$ cat config.mk
export PLATFORM = sky130hd
export DESIGN_NAME = sls_top
export DESIGN_NICKNAME = d
export VERILOG_FILES = /design/src/sls_pkg.sv /design/src/sls_err_cnt.sv /design/src/sls_top.sv
export SDC_FILE = /design/constraint.sdc
export NUM_CORES = 1
export LEC_CHECK = 0
export BUFFER_PORTS_ARGS = -buffer_cell sky130_fd_sc_hd__buf_2
export CORE_UTILIZATION = 59
export DETAILED_ROUTE_END_ITERATION = 8
export PLACE_DENSITY_LB_ADDON = 0.08
export REMOVE_ABC_BUFFERS = 1
export SLEW_MARGIN = 5
export SYNTH_ARGS = -nofsm -noshare
export SYNTH_HDL_FRONTEND = slang
export SYNTH_SLANG_ARGS = --single-unit
$ cat constraint.sdc
create_clock -name CLK -period 2.9 [get_ports CLK]
set_clock_uncertainty 0.05 [all_clocks]
set_input_delay 0.29 -clock CLK [delete_from_list [all_inputs] [get_ports CLK]]
set_output_delay 0.29 -clock CLK [all_outputs]
set_load 0.02 [all_outputs]
$ cat src/sls_pkg.sv
// Constants shared by the serial lane status register bank
package sls_pkg;

  // Number of links that the page selector chooses between
  localparam int unsigned NUM_LINKS = 2;
  // Error event kinds counted per link: lane 2 then lane 3
  localparam int unsigned NUM_ERR = 6;
  localparam int unsigned ERR_L2_DISPARITY = 0;
  localparam int unsigned ERR_L2_NOT_IN_TABLE = 1;
  localparam int unsigned ERR_L2_UNEXP_CTRL = 2;
  localparam int unsigned ERR_L3_DISPARITY = 3;
  localparam int unsigned ERR_L3_NOT_IN_TABLE = 4;
  localparam int unsigned ERR_L3_UNEXP_CTRL = 5;

  // Bus geometry
  localparam int unsigned ADDR_W = 16;
  localparam int unsigned DATA_W = 32;
  localparam int unsigned CNT_W = 8;

  // Register indices; the byte address is four times the index
  localparam logic [ADDR_W-1:0] IDX_LINK_PAGE = 16'h0300;
  localparam logic [ADDR_W-1:0] IDX_THRESHOLD = 16'h0301;
  localparam logic [ADDR_W-1:0] IDX_CNT_CTRL = 16'h0302;
  localparam logic [ADDR_W-1:0] IDX_IRQ_STATUS = 16'h0303;
  localparam logic [ADDR_W-1:0] IDX_IRQ_MASK = 16'h0304;
  localparam logic [ADDR_W-1:0] IDX_LANE2_STATUS = 16'h04b2;
  localparam logic [ADDR_W-1:0] IDX_LANE3_STATUS = 16'h04b3;

  // Status byte field positions
  localparam int unsigned BIT_DISPARITY = 7;
  localparam int unsigned BIT_NOT_IN_TABLE = 6;
  localparam int unsigned BIT_UNEXP_CTRL = 5;
  localparam int unsigned BIT_DESKEW = 4;
  localparam int unsigned BIT_INIT_SYNC = 3;
  localparam int unsigned BIT_CHECKSUM = 2;
  localparam int unsigned BIT_FRAME_SYNC = 1;
  localparam int unsigned BIT_CGS = 0;

  // Control and interrupt field positions
  localparam int unsigned BIT_CNT_CLEAR = 0;
  localparam int unsigned IRQ_PER_LINK = 8;
  localparam int unsigned IRQ_W = 16;
  localparam int unsigned IRQ_CGS_LOST = 6;
  localparam int unsigned IRQ_FS_LOST = 7;

  // Reset values
  localparam logic RST_LINK_PAGE = 1'b0;
  localparam logic [CNT_W-1:0] RST_THRESHOLD = 8'hff;
  localparam logic [IRQ_W-1:0] RST_IRQ_MASK = 16'h0000;
  localparam logic [IRQ_W-1:0] RST_IRQ_STATUS = 16'h0000;
  localparam logic [CNT_W-1:0] RST_COUNT = 8'h00;

  // Response codes
  localparam logic [1:0] RESP_OKAY = 2'b00;
  localparam logic [1:0] RESP_DECERR = 2'b11;

endpackage

$ cat src/sls_err_cnt.sv
// Saturating error counter with threshold comparison for one lane error kind
`timescale 1ns/1ps
module sls_err_cnt (
  input wire logic clk,
  input wire logic rstn,
  input wire logic clr,
  input wire logic inc,
  input wire logic [sls_pkg::CNT_W-1:0] threshold,
  output logic at_or_above
);

  logic [sls_pkg::CNT_W-1:0] cnt_q;
  logic [sls_pkg::CNT_W-1:0] cnt_d;
  logic sat;

  // Saturate rather than wrap, so a long burst never reads as below threshold
  assign sat = &cnt_q;
  assign cnt_d = clr ? sls_pkg::RST_COUNT : ((inc && !sat) ? cnt_q + 8'h01 : cnt_q);

  always_ff @(posedge clk or negedge rstn) begin
    if (!rstn) begin
      cnt_q <= sls_pkg::RST_COUNT;
    end else begin
      cnt_q <= cnt_d;
    end
  end

  assign at_or_above = (cnt_q >= threshold);

endmodule // sls_err_cnt

$ cat src/sls_top.sv
// Lane 2 and lane 3 link status register bank with AXI4-Lite access
//
// How it works
// - Lane2 bit7: disparity count at/above threshold
// - Lane2 bit6: not-in-table count at/above threshold
// - Lane2 bit5: unexpected control count at/above threshold
// - Lane2 bit4: deskew achieved is one
// - Lane2 bit3: initial lane sync achieved
// - Lane2 bit2: received checksum correct
// - Lane2 bit1: frame sync held
// - Lane2 bit0: code group sync achieved
// - Lane3 bits7..5: same three threshold comparisons
// - Link page selector chooses which link reads
//
// The AXI4-Lite register port is this design's own decision.
`timescale 1ns/1ps
module sls_top (
  input wire logic CLK,
  input wire logic RSTN,
  // AXI4-Lite slave
  input wire logic [sls_pkg::ADDR_W-1:0] AWADDR,
  input wire logic [2:0] AWPROT,
  input wire logic AWVALID,
  output logic AWREADY,
  input wire logic [sls_pkg::DATA_W-1:0] WDATA,
  input wire logic [3:0] WSTRB,
  input wire logic WVALID,
  output logic WREADY,
  output logic [1:0] BRESP,
  output logic BVALID,
  input wire logic BREADY,
  input wire logic [sls_pkg::ADDR_W-1:0] ARADDR,
  input wire logic [2:0] ARPROT,
  input wire logic ARVALID,
  output logic ARREADY,
  output logic [sls_pkg::DATA_W-1:0] RDATA,
  output logic [1:0] RRESP,
  output logic RVALID,
  input wire logic RREADY,
  // Lane receiver, one bit per link, same clock
  input wire logic [sls_pkg::NUM_LINKS-1:0] LANE2_DISPARITY_ERR,
  input wire logic [sls_pkg::NUM_LINKS-1:0] LANE2_NOT_IN_TABLE_ERR,
  input wire logic [sls_pkg::NUM_LINKS-1:0] LANE2_UNEXPECTED_CTRL_ERR,
  input wire logic [sls_pkg::NUM_LINKS-1:0] LANE3_DISPARITY_ERR,
  input wire logic [sls_pkg::NUM_LINKS-1:0] LANE3_NOT_IN_TABLE_ERR,
  input wire logic [sls_pkg::NUM_LINKS-1:0] LANE3_UNEXPECTED_CTRL_ERR,
  input wire logic [sls_pkg::NUM_LINKS-1:0] LANE2_DESKEW_OK,
  input wire logic [sls_pkg::NUM_LINKS-1:0] LANE2_INITIAL_SYNC_OK,
  input wire logic [sls_pkg::NUM_LINKS-1:0] LANE2_CHECKSUM_OK,
  input wire logic [sls_pkg::NUM_LINKS-1:0] LANE2_FRAME_SYNC_OK,
  input wire logic [sls_pkg::NUM_LINKS-1:0] LANE2_CODE_GROUP_SYNC_OK,
  // Interrupt
  output logic IRQ
);

  ////////////////////////////////////////////////////////////////////////////
  // Declarations

  localparam int unsigned NL = sls_pkg::NUM_LINKS;
  localparam int unsigned NE = sls_pkg::NUM_ERR;

  logic aw_have_q;
  logic [sls_pkg::ADDR_W-1:0] awaddr_q;
  logic w_have_q;
  logic [sls_pkg::DATA_W-1:0] wdata_q;
  logic [3:0] wstrb_q;
  logic bvalid_q;
  logic [1:0] bresp_q;
  logic rvalid_q;
  logic [sls_pkg::DATA_W-1:0] rdata_q;
  logic [1:0] rresp_q;

  logic link_page_q;
  logic [sls_pkg::CNT_W-1:0] error_count_threshold_q;
  logic [sls_pkg::IRQ_W-1:0] irq_status_q;
  logic [sls_pkg::IRQ_W-1:0] irq_status_d;
  logic [sls_pkg::IRQ_W-1:0] irq_mask_q;
  logic irq_q;

  logic [NE-1:0] err_ev [NL];
  logic [NE-1:0] err_flag [NL];
  logic [NE-1:0] err_flag_q [NL];
  logic [NL-1:0] cgs_q;
  logic [NL-1:0] fs_q;
  logic [7:0] lane2_link_status [NL];
  logic [7:0] lane3_link_status [NL];
  logic [sls_pkg::IRQ_W-1:0] irq_event;

  logic aw_fire;
  logic w_fire;
  logic aw_ok;
  logic w_ok;
  logic wr_do;
  logic [sls_pkg::ADDR_W-1:0] wr_addr;
  logic [sls_pkg::DATA_W-1:0] wr_data;
  logic [3:0] wr_strb;
  logic [sls_pkg::IRQ_W-1:0] wr_mask16;
  logic wr_page;
  logic wr_thresh;
  logic wr_ctrl;
  logic wr_istat;
  logic wr_imask;
  logic wr_ro;
  logic wr_hit;
  logic cnt_clear;
  logic [sls_pkg::IRQ_W-1:0] irq_clear;

  logic ar_fire;
  logic rd_page;
  logic rd_thresh;
  logic rd_ctrl;
  logic rd_istat;
  logic rd_imask;
  logic rd_lane2;
  logic rd_lane3;
  logic rd_hit;
  logic [sls_pkg::DATA_W-1:0] rd_mux;

  ////////////////////////////////////////////////////////////////////////////
  // Write channel: address and data taken in either order

  assign AWREADY = !aw_have_q && !bvalid_q;
  assign WREADY = !w_have_q && !bvalid_q;
  assign aw_fire = AWVALID && AWREADY;
  assign w_fire = WVALID && WREADY;
  assign aw_ok = aw_have_q || aw_fire;
  assign w_ok = w_have_q || w_fire;
  assign wr_do = aw_ok && w_ok;
  assign wr_addr = aw_have_q ? awaddr_q : AWADDR;
  assign wr_data = w_have_q ? wdata_q : WDATA;
  assign wr_strb = w_have_q ? wstrb_q : WSTRB;
  assign wr_mask16 = {{8{wr_strb[1]}}, {8{wr_strb[0]}}};

  assign wr_page = (wr_addr == {sls_pkg::IDX_LINK_PAGE[13:0], 2'b00});
  assign wr_thresh = (wr_addr == {sls_pkg::IDX_THRESHOLD[13:0], 2'b00});
  assign wr_ctrl = (wr_addr == {sls_pkg::IDX_CNT_CTRL[13:0], 2'b00});
  assign wr_istat = (wr_addr == {sls_pkg::IDX_IRQ_STATUS[13:0], 2'b00});
  assign wr_imask = (wr_addr == {sls_pkg::IDX_IRQ_MASK[13:0], 2'b00});
  // Status registers accept the write with OKAY and store nothing
  assign wr_ro = (wr_addr == {sls_pkg::IDX_LANE2_STATUS[13:0], 2'b00}) ||
                 (wr_addr == {sls_pkg::IDX_LANE3_STATUS[13:0], 2'b00});
  assign wr_hit = wr_page || wr_thresh || wr_ctrl || wr_istat || wr_imask || wr_ro;

  assign cnt_clear = wr_do && wr_ctrl && wr_strb[0] && wr_data[sls_pkg::BIT_CNT_CLEAR];
  assign irq_clear = (wr_do && wr_istat) ? (wr_data[sls_pkg::IRQ_W-1:0] & wr_mask16) : '0;

  always_ff @(posedge CLK or negedge RSTN) begin
    if (!RSTN) begin
      aw_have_q <= 1'b0;
      awaddr_q <= '0;
    end else begin
      if (aw_fire && !wr_do) begin
        aw_have_q <= 1'b1;
        awaddr_q <= AWADDR;
      end else if (wr_do) begin
        aw_have_q <= 1'b0;
      end
    end
  end

  always_ff @(posedge CLK or negedge RSTN) begin
    if (!RSTN) begin
      w_have_q <= 1'b0;
      wdata_q <= '0;
      wstrb_q <= 4'h0;
    end else begin
      if (w_fire && !wr_do) begin
        w_have_q <= 1'b1;
        wdata_q <= WDATA;
        wstrb_q <= WSTRB;
      end else if (wr_do) begin
        w_have_q <= 1'b0;
      end
    end
  end

  always_ff @(posedge CLK or negedge RSTN) begin
    if (!RSTN) begin
      bvalid_q <= 1'b0;
      bresp_q <= sls_pkg::RESP_OKAY;
    end else begin
      if (wr_do) begin
        bvalid_q <= 1'b1;
        bresp_q <= wr_hit ? sls_pkg::RESP_OKAY : sls_pkg::RESP_DECERR;
      end else if (BREADY) begin
        bvalid_q <= 1'b0;
      end
    end
  end

  assign BVALID = bvalid_q;
  assign BRESP = bresp_q;

  ////////////////////////////////////////////////////////////////////////////
  // Control registers

  always_ff @(posedge CLK or negedge RSTN) begin
    if (!RSTN) begin
      link_page_q <= sls_pkg::RST_LINK_PAGE;
      error_count_threshold_q <= sls_pkg::RST_THRESHOLD;
      irq_mask_q <= sls_pkg::RST_IRQ_MASK;
    end else begin
      if (wr_do && wr_page && wr_strb[0]) begin
        link_page_q <= wr_data[0];
      end
      if (wr_do && wr_thresh && wr_strb[0]) begin
        error_count_threshold_q <= wr_data[7:0];
      end
      if (wr_do && wr_imask) begin
        irq_mask_q <= (irq_mask_q & ~wr_mask16) | (wr_data[sls_pkg::IRQ_W-1:0] & wr_mask16);
      end
    end
  end

  ////////////////////////////////////////////////////////////////////////////
  // Per-link error counters and status bytes

  genvar gl;
  genvar ge;
  generate
    for (gl = 0; gl < NL; gl++) begin : g_link
      assign err_ev[gl][sls_pkg::ERR_L2_DISPARITY] = LANE2_DISPARITY_ERR[gl];
      assign err_ev[gl][sls_pkg::ERR_L2_NOT_IN_TABLE] = LANE2_NOT_IN_TABLE_ERR[gl];
      assign err_ev[gl][sls_pkg::ERR_L2_UNEXP_CTRL] = LANE2_UNEXPECTED_CTRL_ERR[gl];
      assign err_ev[gl][sls_pkg::ERR_L3_DISPARITY] = LANE3_DISPARITY_ERR[gl];
      assign err_ev[gl][sls_pkg::ERR_L3_NOT_IN_TABLE] = LANE3_NOT_IN_TABLE_ERR[gl];
      assign err_ev[gl][sls_pkg::ERR_L3_UNEXP_CTRL] = LANE3_UNEXPECTED_CTRL_ERR[gl];

      for (ge = 0; ge < NE; ge++) begin : g_err
        // Counts compared with one shared threshold
        sls_err_cnt u_cnt (
          .clk(CLK),
          .rstn(RSTN),
          .clr(cnt_clear),
          .inc(err_ev[gl][ge]),
          .threshold(error_count_threshold_q),
          .at_or_above(err_flag[gl][ge])
        );
      end

      logic lane2_disparity_err_flag;
      logic lane2_not_in_table_flag;
      logic lane2_unexpected_ctrl_flag;
      logic lane3_disparity_err_flag;
      logic lane3_not_in_table_flag;
      logic lane3_unexpected_ctrl_flag;
      assign lane2_disparity_err_flag = err_flag[gl][sls_pkg::ERR_L2_DISPARITY];
      assign lane2_not_in_table_flag = err_flag[gl][sls_pkg::ERR_L2_NOT_IN_TABLE];
      assign lane2_unexpected_ctrl_flag = err_flag[gl][sls_pkg::ERR_L2_UNEXP_CTRL];
      assign lane3_disparity_err_flag = err_flag[gl][sls_pkg::ERR_L3_DISPARITY];
      assign lane3_not_in_table_flag = err_flag[gl][sls_pkg::ERR_L3_NOT_IN_TABLE];
      assign lane3_unexpected_ctrl_flag = err_flag[gl][sls_pkg::ERR_L3_UNEXP_CTRL];

      always_comb begin
        lane2_link_status[gl] = 8'h00;
        lane2_link_status[gl][sls_pkg::BIT_DISPARITY] = lane2_disparity_err_flag;
        lane2_link_status[gl][sls_pkg::BIT_NOT_IN_TABLE] = lane2_not_in_table_flag;
        lane2_link_status[gl][sls_pkg::BIT_UNEXP_CTRL] = lane2_unexpected_ctrl_flag;
        lane2_link_status[gl][sls_pkg::BIT_DESKEW] = LANE2_DESKEW_OK[gl];
        lane2_link_status[gl][sls_pkg::BIT_INIT_SYNC] = LANE2_INITIAL_SYNC_OK[gl];
        lane2_link_status[gl][sls_pkg::BIT_CHECKSUM] = LANE2_CHECKSUM_OK[gl];
        lane2_link_status[gl][sls_pkg::BIT_FRAME_SYNC] = LANE2_FRAME_SYNC_OK[gl];
        lane2_link_status[gl][sls_pkg::BIT_CGS] = LANE2_CODE_GROUP_SYNC_OK[gl];
      end

      // Lane 3 low bits are not carried by this bank and read zero
      always_comb begin
        lane3_link_status[gl] = 8'h00;
        lane3_link_status[gl][sls_pkg::BIT_DISPARITY] = lane3_disparity_err_flag;
        lane3_link_status[gl][sls_pkg::BIT_NOT_IN_TABLE] = lane3_not_in_table_flag;
        lane3_link_status[gl][sls_pkg::BIT_UNEXP_CTRL] = lane3_unexpected_ctrl_flag;
      end

      // Events: a flag crossing upward, or lane 2 losing sync
      assign irq_event[gl*sls_pkg::IRQ_PER_LINK +: NE] = err_flag[gl] & ~err_flag_q[gl];
      assign irq_event[gl*sls_pkg::IRQ_PER_LINK + sls_pkg::IRQ_CGS_LOST] =
        cgs_q[gl] & ~LANE2_CODE_GROUP_SYNC_OK[gl];
      assign irq_event[gl*sls_pkg::IRQ_PER_LINK + sls_pkg::IRQ_FS_LOST] =
        fs_q[gl] & ~LANE2_FRAME_SYNC_OK[gl];

      always_ff @(posedge CLK or negedge RSTN) begin
        if (!RSTN) begin
          err_flag_q[gl] <= '0;
          cgs_q[gl] <= 1'b0;
          fs_q[gl] <= 1'b0;
        end else begin
          err_flag_q[gl] <= err_flag[gl];
          cgs_q[gl] <= LANE2_CODE_GROUP_SYNC_OK[gl];
          fs_q[gl] <= LANE2_FRAME_SYNC_OK[gl];
        end
      end
    end
  endgenerate

  ////////////////////////////////////////////////////////////////////////////
  // Interrupt status, mask and output

  // A new event in the clearing cycle survives the clear
  assign irq_status_d = (irq_status_q & ~irq_clear) | irq_event;

  always_ff @(posedge CLK or negedge RSTN) begin
    if (!RSTN) begin
      irq_status_q <= sls_pkg::RST_IRQ_STATUS;
      irq_q <= 1'b0;
    end else begin
      irq_status_q <= irq_status_d;
      irq_q <= |(irq_status_q & irq_mask_q);
    end
  end

  assign IRQ = irq_q;

  ////////////////////////////////////////////////////////////////////////////
  // Read channel: one request at a time, data registered

  assign ARREADY = !rvalid_q;
  assign ar_fire = ARVALID && ARREADY;

  assign rd_page = (ARADDR == {sls_pkg::IDX_LINK_PAGE[13:0], 2'b00});
  assign rd_thresh = (ARADDR == {sls_pkg::IDX_THRESHOLD[13:0], 2'b00});
  assign rd_ctrl = (ARADDR == {sls_pkg::IDX_CNT_CTRL[13:0], 2'b00});
  assign rd_istat = (ARADDR == {sls_pkg::IDX_IRQ_STATUS[13:0], 2'b00});
  assign rd_imask = (ARADDR == {sls_pkg::IDX_IRQ_MASK[13:0], 2'b00});
  assign rd_lane2 = (ARADDR == {sls_pkg::IDX_LANE2_STATUS[13:0], 2'b00});
  assign rd_lane3 = (ARADDR == {sls_pkg::IDX_LANE3_STATUS[13:0], 2'b00});
  assign rd_hit = rd_page || rd_thresh || rd_ctrl || rd_istat || rd_imask || rd_lane2 || rd_lane3;

  // Status reads are pure views of live state, nothing changes on a read
  assign rd_mux =
    rd_page ? {31'h0, link_page_q} :
    rd_thresh ? {24'h0, error_count_threshold_q} :
    rd_istat ? {16'h0, irq_status_q} :
    rd_imask ? {16'h0, irq_mask_q} :
    rd_lane2 ? {24'h0, lane2_link_status[link_page_q]} :
    rd_lane3 ? {24'h0, lane3_link_status[link_page_q]} :
    32'h0;

  always_ff @(posedge CLK or negedge RSTN) begin
    if (!RSTN) begin
      rvalid_q <= 1'b0;
      rdata_q <= '0;
      rresp_q <= sls_pkg::RESP_OKAY;
    end else begin
      if (ar_fire) begin
        rvalid_q <= 1'b1;
        rdata_q <= rd_mux;
        rresp_q <= rd_hit ? sls_pkg::RESP_OKAY : sls_pkg::RESP_DECERR;
      end else if (RREADY) begin
        rvalid_q <= 1'b0;
      end
    end
  end

  assign RVALID = rvalid_q;
  assign RDATA = rdata_q;
  assign RRESP = rresp_q;

endmodule // sls_top

==> results.md <==
Timing:
- The minimum clock period after layout is 2770 ps.
- Setup repair after global routing left no endpoint under its margin.
- The slew at the pin closest to its max-slew limit is 879 ps.
- The final number of max-transition violations came to 0.
- Setup violations remaining at the end of the flow were counted as 0.
- In this run the tightest slew margin relative to its limit is 0.413.
- The maximum clock frequency is 0.361 GHz.
- The summed negative setup slack over all endpoints is 0 ps.
- The least setup slack across all paths after layout is 132 ps.
- The total count of hold-check failures in the final report is 0.
- Dividing the final minimum period by the clock period gives 0.954.

Yosys:
- A synthesized cell averages 10.1 um^2.
- By instance count, the leading cell after synthesis is sky130_fd_sc_hd__dfrtp_1.
- The post-synthesis cell type with the largest combined area is sky130_fd_sc_hd__dfrtp_1.
- The share of Yosys cell area claimed by the top area cell type is 0.424.
- Sorting the synthesized cells by area gives the leading types as sky130_fd_sc_hd__dfrtp_1 42%, sky130_fd_sc_hd__ha_1 11%, sky130_fd_sc_hd__nor2_1 4.6%.
- Of the synthesized area, sequential elements account for 0.442.
- The synthesized netlist occupies a cell area of 11900 um^2.
- In this run, synthesis produced a sequential element count of 210.
- The count of distinct cell types in the synthesized netlist is 63.
- Ranked by instance count, the synthesized netlist is headed by 202 x sky130_fd_sc_hd__dfrtp_1, 147 x sky130_fd_sc_hd__nor2_1, 108 x sky130_fd_sc_hd__ha_1.
- The share of synthesized registers carrying an async set or reset is 1.00.
- The number of warnings printed during yosys synthesis is 0.
- The most common flop cell mapped by yosys is sky130_fd_sc_hd__dfrtp_1.
- The gate count after technology mapping is 1184.
- In this run, synthesis inferred 0 flip-flops with an integrated enable.

Clock network:
- The maximum clock insertion buffer count is 3.
- The H-tree depth reported by CTS is 1.
- In this run the clock root is driven by a sky130_fd_sc_hd__clkbuf_16.
- The clock insertion delay at the later pin of the skew report is 520 ps.
- TritonCTS built the clock tree.
- The number of hold buffers added after CTS was 40.
- The number of CTS-inserted buffers is 24.
- The post-CTS setup repair buffer count is 0.
- For this design, the sink count on the clock tree is 210.
- Clock-pin slew was measured on the worst setup and hold paths at 60 ps.
- The post-cts sizing count is 0.

Power and ir drop:
- The maximum vdd drop is 0.588 mV.
- The switching fraction of total power is 0.354.
- Dividing total power by cell area gives a power density of 857 nW/um^2.
- The share of total power dissipated in combinational logic is 0.343.
- For this design the total switching power over the nets is 4290 uW.
- The share of total power dissipated in sequential elements is 0.399.
- The static power due to leakage is 0.00636 uW.
- The share of total power dissipated in the clock network is 0.258.
- The cell-internal power is 7820 uW.
- The overall power of the completed layout is 12100 uW.

Floorplanning:
- The top-level I/O count is 145.
- The initial utilization of the core area, before any placement, comes to 0.607.
- The horizontal die dimension is 144 um.
- In this run the vertical extent of the chip is 144 um.
- The number of rows in the core area is 51.
- After floorplanning, the core was sized to cover 19700 um^2.
- The total die area is 20800 um^2.

Setup path:
- The critical path goes through dlygate4sd3_1 -> buf_2 -> nand4bb_1 -> or4_1 -> a2111oi_4 -> nand2_1 -> nor3_4 -> buf_12 -> nor2_1.
- The required time of the critical path is 3230 ps.
- The critical path starts at AWADDR[12].
- The type of the worst setup path is in -> reg.
- STA classifies the critical path startpoint as a primary input.
- For the worst setup path, the data arrival time is 3100 ps.
- STA classifies the critical path endpoint as a register.
- The largest single stage delay on the critical path is 550 ps.
- The worst register-to-register path has a setup slack of 180 ps.
- Along the worst path, the maximum fanout reaches 96.
- The slowest library cell on the worst path is sky130_fd_sc_hd__or4_1.
- The startpoint of the lowest-slack register-to-register path is aw_have_q$_DFFE_PN0P_.

Route:
- In this run the remaining antenna-violating nets after routing total 0.
- The total number of vias is 9381.
- The detailed router finished its first iteration with 432 violations.
- The remaining design rule violation count is 0.
- After detailed routing, the average wire length per cell comes to 17.0 um.
- For this run, the detailed router's first-pass iteration total came to 5.
- For this block, the routed nets add up to 27.9 mm of wire.
- The number of vias per cell after detailed routing is 5.72.

Placement:
- Once placement finished, the instance area stood at 12900 um^2.
- The weighted congestion reported at the end of routability-driven placement is 0.923.
- The HPWL after detailed placement is 19.3 mm.
- The worst slack at placement is 204 ps.
- The count of input and output buffers is 104.
- Once placement completed, the tool counted placed cells totaling 1556.

Outcome:
- The run finished with clean final reports.

Global routing:
- For this run, the total global-route usage over all layers was measured as 0.277.
- The total grt overflow is 0.
- The global-route wire length before repair is 44.9 mm.
- The number of antenna violations at the first check in global routing came to 1.
- The number of global-route vias before repair is 9060.
- The pin count of the biggest net entering global routing is 97.

Layout:
- The summed area of non-filler cells in the final layout is 14100 um^2.
- The number of nets in the layout is 1568.
- The ratio of cells with drive above 1 in the final layout is 0.191.
- The area growth from synthesis to layout is 18.5%.
- The number of standard cells in the layout, taps in and fillers out is 1640.

Hold path:
- The tightest min-delay check is of the in -> reg type.
- The startpoint of the most critical hold path is AWADDR[3].

Flow run:
- The max-cap violation count is 0.
[logic make-up (layout without fill, tap and decap cells)]
logic type                 count (synthesis)  after routing  synth area share
DFF                                      210            210             0.442
buffers and inverters                    104            279            0.0397
AOI/OAI and AO/OA                        219            219             0.121
muxes                                     73             73            0.0663
and+or+nand+nor                          386            386             0.157
xor gates and xnor gates                  83             83            0.0610
adders and majority gates                108            108             0.113
other                                      1             17          0.000314
[state kept, by name, summed over array words and instances (netlist names), named ones only]
register and count:
aw_have_q 1, RRESP 1, irq_status_q 16, wstrb_q 2
awaddr_q 16, error_count_threshold_q 8, w_have_q 1, link_page_q 1
RDATA 16, RVALID 1, IRQ 1, cgs_q 2
wdata_q 16, g_link.g_err.u_cnt.cnt_q 96, err_flag_q 12, BVALID 1
BRESP 1, fs_q 2
[critical path, delay by kind of cell]
kind,cells,cell delay (ps)
simple gates,5,1200
buf+inv,3,1010
compound gates,1,470
[power groups by stage]
stage	Combinational (uW)	Clock (uW)	Sequential, uW
detailed placement	4100	0	4860
CTS	4190	3190	4820
finish	4150	3120	4830
global placement	3930	0	4820
global route	4740	3300	4970
floorplan	2920	0	4750
[metal layers]
metal	global-route usage	vias to the layer above	share of wire
met4	0.0958	0	0.030
met5	0	-	0
met1	0.359	4522	0.44
li1	-	4562	-
met3	0.0325	60	0.041
met2	0.482	237	0.49
[per-stage QoR]
step | util | hold WS (ps)
after detailed placement | 0.656 | 367
after global routing | 0.719 | 45.1
after floorplan | - | -55.6
after CTS | 0.719 | 15.3
final | 0.719 | 35.4
after global placement | 0.656 | 363
[layout by cell type, fill, tap and decap left out, drive strengths merged, types with 12 or more instances in the layout]
cell and instances:
dlygate4sd3 40, buf 139, dfrtp 202, o21ai 75
a211oi 12, xnor2 28, or2 20, nor2 147
conb 16, a21oi 38, o21a 14, a31oi 14
mux2 48, clkbuf 32, nand3 37, ha 108
nand2b 17, inv 56, xor2 55, nor3 23
nand2 70, mux2i 25, nand4 36
[cell type report]
class / instances / area (um^2)
Antenna cell: 1 / 2.50
Clock buffer: 31 / 678
Clock inverter: 12 / 143
Fill cell: 1543 / 5530
Inverter: 56 / 210
Multi-Input combinational cell: 885 / 6260
Sequential cell: 210 / 5270
Tap cell: 265 / 332
Timing Repair Buffer: 180 / 1240
[final timing paths]
kind,to,depth (start not counted)
min in group asynchronous,awaddr_q[12]$_DFFE_PN0P_,2
worst min register to register,irq_status_q[0]$_DFF_PN0_,1
max in group asynchronous,error_count_threshold_q[4]$_DFFE_PN1P_,3
worst max register to register,g_link[0].g_err[0].u_cnt.cnt_q[5]$_DFFE_PN0P_,7
worst max-delay path,g_link[0].g_err[0].u_cnt.cnt_q[5]$_DFFE_PN0P_,9
worst min-delay path,awaddr_q[3]$_DFFE_PN0P_,2
No activity file was read; power rests on OpenSTA's default activity.
